==> src/common/hslp_pkg.sv <==
// hub strap sampling and indicator polarity: shared constants and types
package hslp_pkg;

  localparam int unsigned AXI_ADDR_W = 8;
  localparam int unsigned AXI_DATA_W = 32;
  localparam int unsigned AXI_STRB_W = AXI_DATA_W / 8;

  // configuration-method select code that means strap-driven defaults
  localparam logic [1:0] CFG_INTERNAL = 2'h2;

  // register byte offsets
  localparam logic [AXI_ADDR_W-1:0] REG_CTRL   = 8'h00;
  localparam logic [AXI_ADDR_W-1:0] REG_STATUS = 8'h04;
  localparam logic [AXI_ADDR_W-1:0] REG_PORT   = 8'h08;
  localparam logic [AXI_ADDR_W-1:0] REG_POL    = 8'h0C;
  localparam int unsigned           CTRL_LANE  = 0;

  localparam logic [1:0] RESP_OKAY   = 2'h0;
  localparam logic [1:0] RESP_DECERR = 2'h3;

  typedef enum logic {PH_SAMPLE, PH_RUN} hslp_phase_t;

  // software configuration, used when straps are not honoured
  typedef struct packed {
    logic [1:0] fixed_code;
    logic [1:0] disable_code;
    logic       multi_tt;
    logic       led_on;
  } hslp_ctrl_t;

  localparam int unsigned CTRL_W = $bits(hslp_ctrl_t);
  localparam hslp_ctrl_t  CTRL_RST = '{fixed_code:   2'h0,
                                       disable_code: 2'h0,
                                       multi_tt:     1'b0,
                                       led_on:       1'b0};

  typedef struct packed {
    logic [21:0] rsvd;
    logic        mtt_strap;
    logic        led_strap;
    logic [1:0]  fixed_strap;
    logic [1:0]  disable_strap;
    logic        internal;
    logic [1:0]  cfg_sel;
    logic        sampled;
  } hslp_status_t;

  typedef struct packed {
    logic [13:0] rsvd_hi;
    logic        multi_tt;
    logic        led_on;
    logic        rsvd_mid;
    logic [6:0]  fixed;
    logic        rsvd_lo;
    logic [6:0]  disabled;
  } hslp_port_t;

  typedef struct packed {
    logic [17:0] rsvd_hi;
    logic [5:0]  amber_high;
    logic        rsvd_lo;
    logic [6:0]  green_high;
  } hslp_pol_t;

  // 2-bit strap code to a fill of 0..3 ports counted from the first one
  function automatic logic [3:1] hslp_fill(input logic [1:0] code);
    return {code[1] & code[0], code[1], code[1] | code[0]};
  endfunction : hslp_fill

  function automatic logic hslp_hit(input logic [AXI_ADDR_W-1:0] addr,
                                    input logic [AXI_ADDR_W-1:0] off);
    return addr[AXI_ADDR_W-1:2] == off[AXI_ADDR_W-1:2];
  endfunction : hslp_hit

endpackage : hslp_pkg

==> src/hslp_strap_decode.sv <==
// strap or software codes to port masks and indicator polarities
`timescale 1ns/10ps
module hslp_strap_decode
  import hslp_pkg::*;
(
  input  wire logic       internal_in,      // strap configuration selected
  input  wire logic [1:0] disable_strap_in, // sampled port-disable code
  input  wire logic [1:0] fixed_strap_in,   // sampled fixed-device code
  input  wire logic       led_strap_in,     // sampled indicator enable
  input  wire logic       mtt_strap_in,     // sampled multi-translator
  input  wire logic [1:0] sw_disable_in,    // software port-disable code
  input  wire logic [1:0] sw_fixed_in,      // software fixed-device code
  input  wire logic       sw_led_in,        // software indicator enable
  input  wire logic       sw_mtt_in,        // software multi-translator
  output logic      [7:1] port_disabled_out,// ports held disabled
  output logic      [7:1] port_fixed_out,   // non-removable ports
  output logic            indicator_on_out, // indicator support on
  output logic            multi_tt_out,     // per-port translators
  output logic      [7:1] green_high_out,   // green pin active high
  output logic      [7:2] amber_high_out    // amber pin active high
);

  logic [1:0] dis_code;
  logic [1:0] fix_code;
  logic [3:1] dis_fill;
  logic [3:1] fix_fill;

  assign dis_code = internal_in ? disable_strap_in : sw_disable_in;
  assign fix_code = internal_in ? fixed_strap_in : sw_fixed_in;
  assign dis_fill = hslp_fill(dis_code);
  assign fix_fill = hslp_fill(fix_code);

  // disabling counts down from the top port
  assign port_disabled_out = {dis_fill[1], dis_fill[2], dis_fill[3],
                              4'h0};
  assign port_fixed_out    = {4'h0, fix_fill};
  assign indicator_on_out  = internal_in ? led_strap_in : sw_led_in;
  assign multi_tt_out      = internal_in ? mtt_strap_in : sw_mtt_in;

  // each green strap bit low means that pin runs active high
  assign green_high_out = internal_in ?
    {3'h0, ~disable_strap_in[1], ~disable_strap_in[0],
     ~fixed_strap_in[1], ~fixed_strap_in[0]} :
    7'h00;
  assign amber_high_out = internal_in ?
    {5'h00, ~mtt_strap_in} : 6'h00;

endmodule : hslp_strap_decode

==> src/hslp_led_drive.sv <==
// indicator pin levels from requests, polarity and gating
`timescale 1ns/10ps
module hslp_led_drive #(
  parameter int unsigned W = 7
) (
  input  wire logic [W-1:0] request_in,     // indicator wanted lit
  input  wire logic [W-1:0] active_high_in, // pin polarity per bit
  input  wire logic         enable_in,      // indicator support on
  input  wire logic [W-1:0] blank_in,       // port disabled, keep dark
  output logic      [W-1:0] level_out       // pin level to drive
);

  logic [W-1:0] lit;

  assign lit       = request_in & ~blank_in & {W{enable_in}};
  // dark pins sit at the inverse of their active level
  assign level_out = lit ~^ active_high_in;

endmodule : hslp_led_drive

==> src/hslp_top.sv <==
// hub strap sampling, indicator pin drive and register slave
//
// Behaviour
// - straps honoured only when select reads 1,0
// - sample port-disable straps at reset release
// - disable 00: all ports on, G4 G3 high
// - disable 01: port 7 off, G4 high, G3 low
// - disable 10: ports 7,6 off, G4 low, G3 high
// - disable 11: ports 7..5 off, G4 G3 low
// - software config: greens 2 and 1 low
// - sample fixed-device straps at reset release
// - fixed 00: all removable, G2 G1 high
// - fixed 01: port 1 fixed, G2 high, G1 low
// - fixed 10: ports 1,2 fixed, G2 low, G1 high
// - fixed 11: ports 1..3 fixed, G2 G1 low
// - ambers 7..5 are active low
// - software config: amber 4 active low
// - sample indicator enable strap at release
// - enable strap 0 disables indicators entirely
// - amber 3 always active low
// - software config: amber 2 active low
// - sample multi-translator strap at release
// - translator strap sets mode and amber 2 polarity
//
// The address map and register access over AXI4-Lite are this design's own decisions.
`timescale 1ns/10ps
module hslp_top
  import hslp_pkg::*;
(
  input  wire logic                  clk_sys_in,   // 50 MHz system clock
  input  wire logic                  nrst_in,      // sync reset, active low
  input  wire logic [1:0]            cfg_select_in,// configuration method
  // green indicator pins with straps
  input  wire logic [2:1]            port_ok_indicator_low_in,   // pin in
  output logic      [2:1]            port_ok_indicator_low_out,  // pin out
  output logic                       port_ok_indicator_low_oe_out, // oe
  input  wire logic [4:3]            port_ok_indicator_high_in,  // pin in
  output logic      [4:3]            port_ok_indicator_high_out, // pin out
  output logic                       port_ok_indicator_high_oe_out, // oe
  output logic      [7:5]            port_ok_indicator_upper_out, // pin out
  output logic                       port_ok_indicator_upper_oe_out, // oe
  // amber indicator pins
  output logic      [7:5]            port_warn_indicator_upper_out, // out
  output logic                       port_warn_indicator_upper_oe_out, // oe
  input  wire logic                  port4_warn_indicator_in,    // pin in
  output logic                       port4_warn_indicator_out,   // pin out
  output logic                       port4_warn_indicator_oe_out,// oe
  output logic                       port3_warn_indicator_out,   // pin out
  output logic                       port3_warn_indicator_oe_out,// oe
  input  wire logic                  port2_warn_indicator_in,    // pin in
  output logic                       port2_warn_indicator_out,   // pin out
  output logic                       port2_warn_indicator_oe_out,// oe
  // hub port logic side
  input  wire logic [7:1]            green_req_in, // light green per port
  input  wire logic [7:2]            amber_req_in, // light amber per port
  output logic      [7:1]            port_disabled_out, // disabled ports
  output logic      [7:1]            port_fixed_out,    // non-removable
  output logic                       indicator_on_out,  // indicators on
  output logic                       multi_tt_out,      // per-port tt
  output logic                       internal_cfg_out,  // straps in use
  output logic                       straps_valid_out,  // sampling done
  // AXI4-Lite slave
  input  wire logic [AXI_ADDR_W-1:0] s_axi_awaddr,  // write address
  input  wire logic                  s_axi_awvalid, // write addr valid
  output logic                       s_axi_awready, // write addr ready
  input  wire logic [AXI_DATA_W-1:0] s_axi_wdata,   // write data
  input  wire logic [AXI_STRB_W-1:0] s_axi_wstrb,   // byte enables
  input  wire logic                  s_axi_wvalid,  // write data valid
  output logic                       s_axi_wready,  // write data ready
  output logic      [1:0]            s_axi_bresp,   // write response
  output logic                       s_axi_bvalid,  // response valid
  input  wire logic                  s_axi_bready,  // response ready
  input  wire logic [AXI_ADDR_W-1:0] s_axi_araddr,  // read address
  input  wire logic                  s_axi_arvalid, // read addr valid
  output logic                       s_axi_arready, // read addr ready
  output logic      [AXI_DATA_W-1:0] s_axi_rdata,   // read data
  output logic      [1:0]            s_axi_rresp,   // read response
  output logic                       s_axi_rvalid,  // read data valid
  input  wire logic                  s_axi_rready   // read data ready
);

  typedef struct packed {
    hslp_phase_t           phase;
    logic [1:0]            cfg_sel;
    logic [1:0]            disable_strap;
    logic [1:0]            fixed_strap;
    logic                  led_strap;
    logic                  mtt_strap;
    hslp_ctrl_t            ctrl;
    logic                  aw_have;
    logic [AXI_ADDR_W-1:0] awaddr;
    logic                  w_have;
    logic [AXI_DATA_W-1:0] wdata;
    logic [AXI_STRB_W-1:0] wstrb;
    logic                  bvalid;
    logic [1:0]            bresp;
    logic                  rvalid;
    logic [AXI_DATA_W-1:0] rdata;
    logic [1:0]            rresp;
    logic                  pin_oe;
    logic [7:1]            green_lvl;
    logic [7:2]            amber_lvl;
    logic [7:1]            disabled;
    logic [7:1]            fixed;
    logic                  led_on;
    logic                  multi_tt;
  } hslp_state_t;

  localparam hslp_state_t ST_RST = '{
    phase:         PH_SAMPLE,
    cfg_sel:       2'h0,
    disable_strap: 2'h0,
    fixed_strap:   2'h0,
    led_strap:     1'b0,
    mtt_strap:     1'b0,
    ctrl:          CTRL_RST,
    aw_have:       1'b0,
    awaddr:        '0,
    w_have:        1'b0,
    wdata:         '0,
    wstrb:         '0,
    bvalid:        1'b0,
    bresp:         RESP_OKAY,
    rvalid:        1'b0,
    rdata:         '0,
    rresp:         RESP_OKAY,
    pin_oe:        1'b0,
    green_lvl:     7'h00,
    amber_lvl:     6'h00,
    disabled:      7'h00,
    fixed:         7'h00,
    led_on:        1'b0,
    multi_tt:      1'b0
  };

  hslp_state_t s_r;
  hslp_state_t s_nxt;

  logic         internal;
  logic [7:1]   dis_w;
  logic [7:1]   fix_w;
  logic         led_w;
  logic         mtt_w;
  logic [7:1]   green_high_w;
  logic [7:2]   amber_high_w;
  logic [7:1]   green_lvl_w;
  logic [7:2]   amber_lvl_w;
  hslp_status_t status_w;
  hslp_port_t   port_w;
  hslp_pol_t    pol_w;

  assign internal = s_r.cfg_sel == CFG_INTERNAL;

  hslp_strap_decode u_decode (
    .internal_in       (internal),
    .disable_strap_in  (s_r.disable_strap),
    .fixed_strap_in    (s_r.fixed_strap),
    .led_strap_in      (s_r.led_strap),
    .mtt_strap_in      (s_r.mtt_strap),
    .sw_disable_in     (s_r.ctrl.disable_code),
    .sw_fixed_in       (s_r.ctrl.fixed_code),
    .sw_led_in         (s_r.ctrl.led_on),
    .sw_mtt_in         (s_r.ctrl.multi_tt),
    .port_disabled_out (dis_w),
    .port_fixed_out    (fix_w),
    .indicator_on_out  (led_w),
    .multi_tt_out      (mtt_w),
    .green_high_out    (green_high_w),
    .amber_high_out    (amber_high_w)
  );

  hslp_led_drive #(
    .W (7)
  ) u_green (
    .request_in     (green_req_in),
    .active_high_in (green_high_w),
    .enable_in      (led_w),
    .blank_in       (dis_w),
    .level_out      (green_lvl_w)
  );

  hslp_led_drive #(
    .W (6)
  ) u_amber (
    .request_in     (amber_req_in),
    .active_high_in (amber_high_w),
    .enable_in      (led_w),
    .blank_in       (dis_w[7:2]),
    .level_out      (amber_lvl_w)
  );

  // read-back words
  always_comb
  begin
    status_w               = '0;
    status_w.mtt_strap     = s_r.mtt_strap;
    status_w.led_strap     = s_r.led_strap;
    status_w.fixed_strap   = s_r.fixed_strap;
    status_w.disable_strap = s_r.disable_strap;
    status_w.internal      = internal;
    status_w.cfg_sel       = s_r.cfg_sel;
    status_w.sampled       = s_r.phase == PH_RUN;
    port_w                 = '0;
    port_w.multi_tt        = s_r.multi_tt;
    port_w.led_on          = s_r.led_on;
    port_w.fixed           = s_r.fixed;
    port_w.disabled        = s_r.disabled;
    pol_w                  = '0;
    pol_w.amber_high       = amber_high_w;
    pol_w.green_high       = green_high_w;
  end

  assign s_axi_awready = ~s_r.aw_have & ~s_r.bvalid;
  assign s_axi_wready  = ~s_r.w_have & ~s_r.bvalid;
  assign s_axi_arready = ~s_r.rvalid;

  always_comb
  begin
    s_nxt = s_r;

    // straps are taken once, on the first clock after reset release,
    // while every shared pin is still released
    unique case (s_r.phase)
      PH_SAMPLE:
      begin
        s_nxt.cfg_sel       = cfg_select_in;
        s_nxt.disable_strap = port_ok_indicator_high_in;
        s_nxt.fixed_strap   = port_ok_indicator_low_in;
        s_nxt.led_strap     = port4_warn_indicator_in;
        s_nxt.mtt_strap     = port2_warn_indicator_in;
        s_nxt.phase         = PH_RUN;
      end
      PH_RUN:
      begin
        s_nxt.pin_oe = 1'b1;
      end
    endcase

    s_nxt.green_lvl = green_lvl_w;
    s_nxt.amber_lvl = amber_lvl_w;
    s_nxt.disabled  = dis_w;
    s_nxt.fixed     = fix_w;
    s_nxt.led_on    = led_w;
    s_nxt.multi_tt  = mtt_w;

    // write channel: address and data may come in either order
    if (s_r.bvalid && s_axi_bready)
    begin
      s_nxt.bvalid = 1'b0;
    end
    if (s_axi_awvalid && s_axi_awready)
    begin
      s_nxt.aw_have = 1'b1;
      s_nxt.awaddr  = s_axi_awaddr;
    end
    if (s_axi_wvalid && s_axi_wready)
    begin
      s_nxt.w_have = 1'b1;
      s_nxt.wdata  = s_axi_wdata;
      s_nxt.wstrb  = s_axi_wstrb;
    end
    if (s_nxt.aw_have && s_nxt.w_have)
    begin
      s_nxt.aw_have = 1'b0;
      s_nxt.w_have  = 1'b0;
      s_nxt.bvalid  = 1'b1;
      s_nxt.bresp   = RESP_OKAY;
      if (hslp_hit(s_nxt.awaddr, REG_CTRL))
      begin
        if (s_nxt.wstrb[CTRL_LANE])
        begin
          s_nxt.ctrl = hslp_ctrl_t'(s_nxt.wdata[CTRL_W-1:0]);
        end
      end
      else if (!hslp_hit(s_nxt.awaddr, REG_STATUS) &&
               !hslp_hit(s_nxt.awaddr, REG_PORT) &&
               !hslp_hit(s_nxt.awaddr, REG_POL))
      begin
        s_nxt.bresp = RESP_DECERR;
      end
    end

    // read channel: one answer outstanding at a time
    if (s_r.rvalid && s_axi_rready)
    begin
      s_nxt.rvalid = 1'b0;
    end
    if (s_axi_arvalid && s_axi_arready)
    begin
      s_nxt.rvalid = 1'b1;
      s_nxt.rresp  = RESP_OKAY;
      if (hslp_hit(s_axi_araddr, REG_CTRL))
      begin
        s_nxt.rdata = AXI_DATA_W'(s_r.ctrl);
      end
      else if (hslp_hit(s_axi_araddr, REG_STATUS))
      begin
        s_nxt.rdata = status_w;
      end
      else if (hslp_hit(s_axi_araddr, REG_PORT))
      begin
        s_nxt.rdata = port_w;
      end
      else if (hslp_hit(s_axi_araddr, REG_POL))
      begin
        s_nxt.rdata = pol_w;
      end
      else
      begin
        s_nxt.rdata = '0;
        s_nxt.rresp = RESP_DECERR;
      end
    end
  end

  // straps stay put until the next reset; nothing else reloads them
  always_ff @(posedge clk_sys_in)
  begin
    if (!nrst_in)
    begin
      s_r <= ST_RST;
    end
    else
    begin
      s_r <= s_nxt;
    end
  end

  // pins only turn to outputs once sampling is over
  assign port_ok_indicator_low_out        = s_r.green_lvl[2:1];
  assign port_ok_indicator_low_oe_out     = s_r.pin_oe;
  assign port_ok_indicator_high_out       = s_r.green_lvl[4:3];
  assign port_ok_indicator_high_oe_out    = s_r.pin_oe;
  assign port_ok_indicator_upper_out      = s_r.green_lvl[7:5];
  assign port_ok_indicator_upper_oe_out   = s_r.pin_oe;
  assign port_warn_indicator_upper_out    = s_r.amber_lvl[7:5];
  assign port_warn_indicator_upper_oe_out = s_r.pin_oe;
  assign port4_warn_indicator_out         = s_r.amber_lvl[4];
  assign port4_warn_indicator_oe_out      = s_r.pin_oe;
  assign port3_warn_indicator_out         = s_r.amber_lvl[3];
  assign port3_warn_indicator_oe_out      = s_r.pin_oe;
  assign port2_warn_indicator_out         = s_r.amber_lvl[2];
  assign port2_warn_indicator_oe_out      = s_r.pin_oe;

  assign port_disabled_out = s_r.disabled;
  assign port_fixed_out    = s_r.fixed;
  assign indicator_on_out  = s_r.led_on;
  assign multi_tt_out      = s_r.multi_tt;
  assign internal_cfg_out  = internal;
  assign straps_valid_out  = s_r.phase == PH_RUN;

  assign s_axi_bvalid = s_r.bvalid;
  assign s_axi_bresp  = s_r.bresp;
  assign s_axi_rvalid = s_r.rvalid;
  assign s_axi_rdata  = s_r.rdata;
  assign s_axi_rresp  = s_r.rresp;

endmodule : hslp_top

==> config.mk <==
export PLATFORM = sky130hd
export DESIGN_NAME = hslp_top
export DESIGN_NICKNAME = d
export VERILOG_FILES = /design/src/common/hslp_pkg.sv /design/src/hslp_strap_decode.sv /design/src/hslp_led_drive.sv /design/src/hslp_top.sv
export SDC_FILE = /design/constraint.sdc
export NUM_CORES = 1
export LEC_CHECK = 0
export ABC_AREA = 1
export BUFFER_PORTS_ARGS = -buffer_cell sky130_fd_sc_hd__buf_2
export CORE_UTILIZATION = 43
export CTS_BUF_LIST = sky130_fd_sc_hd__clkbuf_4
export DETAILED_ROUTE_END_ITERATION = 10
export PLACE_DENSITY = 0.76
export RECOVER_POWER = 25
export SETUP_SLACK_MARGIN = 0.02
export SLEW_MARGIN = 20
export SYNTH_ARGS = -nofsm -noshare
export SYNTH_HDL_FRONTEND = slang
export SYNTH_SLANG_ARGS = --single-unit
==> constraint.sdc <==
create_clock -name clk_sys_in -period 1.4 [get_ports clk_sys_in]
set_clock_uncertainty 0.2 [all_clocks]
set_input_delay 0.07 -clock clk_sys_in [delete_from_list [all_inputs] [get_ports clk_sys_in]]
set_output_delay 0.07 -clock clk_sys_in [all_outputs]
set_load 0.005 [all_outputs]
**After elaboration in Yosys (flattened, before gate mapping)**

Index checks and enable logic that the tools add are counted.
W data, S select, Z words.

- Bits in registers: 129
- Logic and storage cells: 102

- Eq/ne operators: 7
- Muxes and demuxes: 22
- Bitwise gates (word level): 24
- Reduce and logical (&&, ||, !) cells: 17

Operators with widths:

| cell | count |
|---|---|
| $mux W37 | 1 |
| $mux W18 | 2 |
| $mux W35 | 1 |
| $mux W32 | 1 |
| $eq A6 B2 Y1 const B | 4 |
| $mux W2 | 8 |
| $and A7 B7 Y7 | 2 |
| $mux W14 | 1 |
| $and A6 B6 Y6 | 2 |
| $eq A6 B1 Y1 const B | 2 |
| $logic_not A6 Y1 | 2 |
| $not A1 Y1 | 10 |
| $mux W9 | 1 |
| $logic_and A1 B1 Y1 | 8 |
| $not A7 Y7 | 1 |
| $xnor A7 B4 Y7 | 1 |
| $not A6 Y6 | 1 |
| $xnor A6 B1 Y6 | 1 |
| $mux W1 | 5 |
| $and A1 B1 Y1 | 4 |
| $mux W4 | 1 |
| $reduce_bool A2 Y1 | 2 |
| $logic_not A1 Y1 | 3 |
| $mux W3 | 1 |
| 4 further kinds | 5 |

**Longest topological paths before layout**

- Word-level depth: 11
- Gate-level depth with buffers: 10
- Gate-level depth less buffers: 9

**By module**

A second synthesis with hierarchy kept.

- Cell total of the unflattened synthesis: 597
- Area, all modules: 4,215.3 µm²

Modules (own cells, without submodules):

| module | times used | cells an instance | area each (µm²) |
|---|---|---|---|
| hslp_top | 1 | 463 | 3,573.4 |
| hslp_strap_decode | 1 | 54 | 277.8 |
| hslp_led_drive at u_green | 1 | 43 | 195.2 |
| hslp_led_drive at u_amber | 1 | 37 | 168.9 |

**Worst setup path before layout**

No wires, ideal clock.

- Path type: reg2reg
- From: register s_r (netlist bit s_axi_bvalid)
- To: register s_r[115] in the netlist's numbering
- Library setup time: 0.115 ns
- Arrival time: 1.261 ns
- Required time: 1.085 ns
- Setup slack: -0.176 ns
- Cell stages (with the launch flop): 10
- Clock period less this slack: 1.576 ns
- Cell sequence: dfxtp_1 -> nor2_4 -> nand2_4 -> o21ai_2 -> nand2_2 -> nor2_4 -> buf_6 -> nand3_1 -> nand2_1 -> nor2_1

- Word-level cells in the longest chain between the ends: 6
- Elaborated cells on any way between the ends: 10
- Classes of those cells: mux (2); bitwise (3); reduce/logical (5)

RTL lines:

| item | RTL line | source |
|---|---|---|
| start: declaration | hslp_top.sv:136 | `hslp_state_t s_r;` |
| start signal: assignment | hslp_top.sv:325 | `s_r <= s_nxt;` |
| $not A1 Y1 (*) | hslp_top.sv:213 | `assign s_axi_awready = ~s_r.aw_have & ~s_r.bvalid;` |
| $and A1 B1 Y1 (*) | hslp_top.sv:213 |  |
| named net s_axi_awready | hslp_top.sv:65 | `output logic s_axi_awready,` |
| $logic_and A1 B1 Y1 (*) | hslp_top.sv:251 | `if (s_axi_awvalid && s_axi_awready)` |
| $mux W9 (*) | hslp_top.sv:251 |  |
| $logic_not A6 Y1 / $logic_and A1 B1 Y1 (equally long branches) | hslp_pkg.sv:72, hslp_top.sv:262 |  |
| $reduce_and A3 Y1 (no source line) (*) | n/a |  |

The timed path passes the listed nets; every way through them passes the cells marked *.
A chain may end at the register's enable or synchronous reset.

**Worst setup path in the final report**

- From: register s_r (netlist bit s_axi_bvalid)
- To: register s_r[118] in the netlist's numbering

- Word-level cells in the longest chain between the ends: 6
- Elaborated cells on any way between the ends: 10
- Classes of those cells: mux (2); bitwise (3); reduce/logical (5)

RTL lines:

| item | RTL line |
|---|---|
| $not A1 Y1 (*) | hslp_top.sv:213, hslp_top.sv:214 |
| $and A1 B1 Y1, on equally long branches | hslp_top.sv:213, hslp_top.sv:214 |
| $logic_and A1 B1 Y1, on equally long branches | hslp_top.sv:251, hslp_top.sv:256 |
| $mux W9 / $mux W37 (equally long branches) | hslp_top.sv:251, hslp_top.sv:256 |
| $logic_not A6 Y1 / $logic_and A1 B1 Y1 (equally long branches) | hslp_pkg.sv:72, hslp_top.sv:262 |
| $reduce_and A3 Y1 (no source line) | n/a |

Mark *: on every way between the ends. The rest lies on a longest branch, timed or not.

==> flow_summary.yaml <==
detailed_routing:
  drt_wl_total_mm: 8.78
  routedWlPerCell_um: 13.1
  drcViolationCount: 0
  drtIter0Drc: 120
  dr.pass1.iters: 4
  ant_nets: 0
  detail_route.vias_per_cell: 4.63
  vias: 3111
logic_synthesis:
  yosys.cell_count.top_type: "dfxtp_1"
  synth_ff_type: "dfxtp_1"
  netlist.area_leader.share_pct: 43.2
  synth.distinct_cells: 30
  syn_area_per_cell_um2: 7.84
  synthTopCellsByArea: "dfxtp_1, buf_4, nand2_1, a21oi_1, nor2_1"
  synth-edff-count: 0
  synth_cells: 408
  netlist_area_um2: 3200
  synth_warnings: 0
  async_flop_share_pct: 0
  synth.ff_latch_count: 69
  yosysSeqAreaShare_pct: 43.2
  yosys.area.top_type: "dfxtp_1"
  synth_commonest_cells: "dfxtp_1, buf_4, nand2_1"
final_layout:
  area_growth_pct: 45.8
  nFillCells: 606
  seq_area_um2: 1390
  fin_util_pct: 64.6
  postLayoutCellArea_um2: 4660
  nets: 648
  layout.cells.non_filler: 672
  multi_input_area_um2: 1400
  insertedDiodeCount: 0
  drive_above_1_share_pct: 39.4
placed_design:
  routabilityCongestion: 0.866
  place_inst: 589
  pre_cts_ws_ns: -0.297
  dp_hpwl_mm: 5.57
  place_area_um2: 3680
  io_buffer_count: 98
critical_path:
  cp.arrival_ns: 1.76
  crit_type: "reg -> reg"
  end_kind: "register"
  cp_max_fo: 13
  cp-start-kind: "register"
  worstPathRequired_ns: 1.50
sta:
  min_period_over_period_pct: 119
  layout_setup_ws_ns: -0.264
  fin_crit_ns: 1.66
  rsz0062_at_grt: "yes"
  hold_ws_ns: -0.178
  hold_viol: 10
  finalMaxSlewViolations: 0
  fin_tns_setup_ns: -6.63
  finalSetupViolCount: 42
  max_freq_mhz: 601
hold_path:
  hold_class: "in -> reg"
run_status:
  status: "finished, violations left"
  violations: "negative hold slack, negative setup slack"
grt:
  track_usage_pct: 22.3
  grt_pass1_wl_mm: 13.2
  overflow: 0
  antenna_found_initial: 0
  grt_pass1_vias: 2866
  grt_max_degree: 42
power:
  total_power_mw: 4.39
  irDropWorstVdd_mv: 0.585
  leakagePower_nw: 2.22
  power.density_nw_per_um2: 943
die:
  core.rowCount: 31
  io_pins: 159
  dieArea_um2: 7780
  core_area_um2: 7210
  start_util_pct: 44.3
  fp.dieH_um: 88.2
  die_w_um: 88.2
clock_tree:
  clock_latency_ns: 0.40
  path_clk_slew_ns: 0.11
  cts_buffers: 9
  htree_levels: 3
  cts_tree: "built"
  cts-root-buf: "clkbuf_4"
  clk_path_buf_depth: 2
  clock_sinks: 69
flow_run:
  cap_viol_max_count: 0
[logic make-up (layout without fill, tap and decap cells)]
| logic type | Yosys count | count (layout) | share of synthesized area, % |
|---|---|---|---|
| simple gates | 138 | 139 | 19.1 |
| other cells | 1 | 27 | 0.117 |
| mux | 6 | 6 | 1.88 |
| buf+inv | 114 | 252 | 21.7 |
| compound gates | 80 | 80 | 14.0 |
| flops | 69 | 69 | 43.2 |
[worst max-delay path, stage by stage, from the launching register on]
cell	delay (ns)
dfxtp_2	0.37
nor2_4	0.17
nand2_4	0.11
o21ai_4	0.17
nand2_2	0.08
nor2_4	0.13
buf_12	0.14
nand3_1	0.07
nand2_1	0.07
nor2_1	0.04
[where the power goes]
group          internal, mW  leakage, nW  switching, mW
clock network         0.545       0.0689          0.672
registers              2.09        0.571         0.0632
logic                 0.521         1.58          0.506
[sequential cells by signal, indices dropped and copies added, names as in the netlist]
name	count
indicator_on_out	1
multi_tt_out	1
port2_warn_indicator_oe_out	1
port2_warn_indicator_out	1
port3_warn_indicator_out	1
port4_warn_indicator_out	1
port_disabled_out	3
port_fixed_out	3
port_ok_indicator_high_out	2
port_ok_indicator_low_out	2
port_ok_indicator_upper_out	3
port_warn_indicator_upper_out	3
s_axi_bresp	1
s_axi_bvalid	1
s_axi_rdata	13
s_axi_rresp	1
s_axi_rvalid	1
s_r	29
straps_valid_out	1
[layout by cell type (no fill, tap or decap), types with 13 or more instances in the layout]
master,count
a21oi_1,26
a31oi_1,13
buf_2,85
buf_4,42
conb_1,27
dfxtp_1,65
dlygate4sd3_1,41
inv_1,26
nand2_1,48
nand3_1,15
nor2_1,35
o21ai_0,20
[final timing paths]
check,startpoint,end,slack (ns),depth (start not counted)
worst max-delay path,s_axi_bvalid,s_r[118],-0.26,9
worst min register to register,s_r[123],s_axi_rdata[7],0.23,2
worst max register to register,s_axi_bvalid,s_r[118],-0.26,9
worst min-delay path,s_axi_wvalid,s_r[113],-0.18,4
[metal layers]
metal | GRT usage, % | up-vias | share of wire, %
met5 | 0 | - | 0
met4 | 8.80 | 0 | 2.0
met3 | 5.78 | 21 | 5.5
met2 | 38.7 | 105 | 52
met1 | 26.2 | 1429 | 40
li1 | - | 1556 | -
[cell type report]
type | instances | share of cell area [%]
Sequential cell | 69 | 29.7
Timing Repair inverter | 1 | 0.161
Clock buffer | 10 | 1.61
Tap cell | 99 | 2.66
Timing Repair Buffer | 201 | 31.7
Inverter | 34 | 2.85
Clock inverter | 6 | 1.15
Multi-Input combinational cell | 252 | 30.1
[timing repair]
item / CTS / global route
gates cloned: 1 / 1
pin swaps: 15 / 22
hold buffers: 42 / 1
endpoints found under the hold margin: 60 / 11
setup buffers: 9 / 15
resized for setup: 27 / 46
endpoints found under the setup margin: 39 / 50
(Power assumes the default switching activity.)
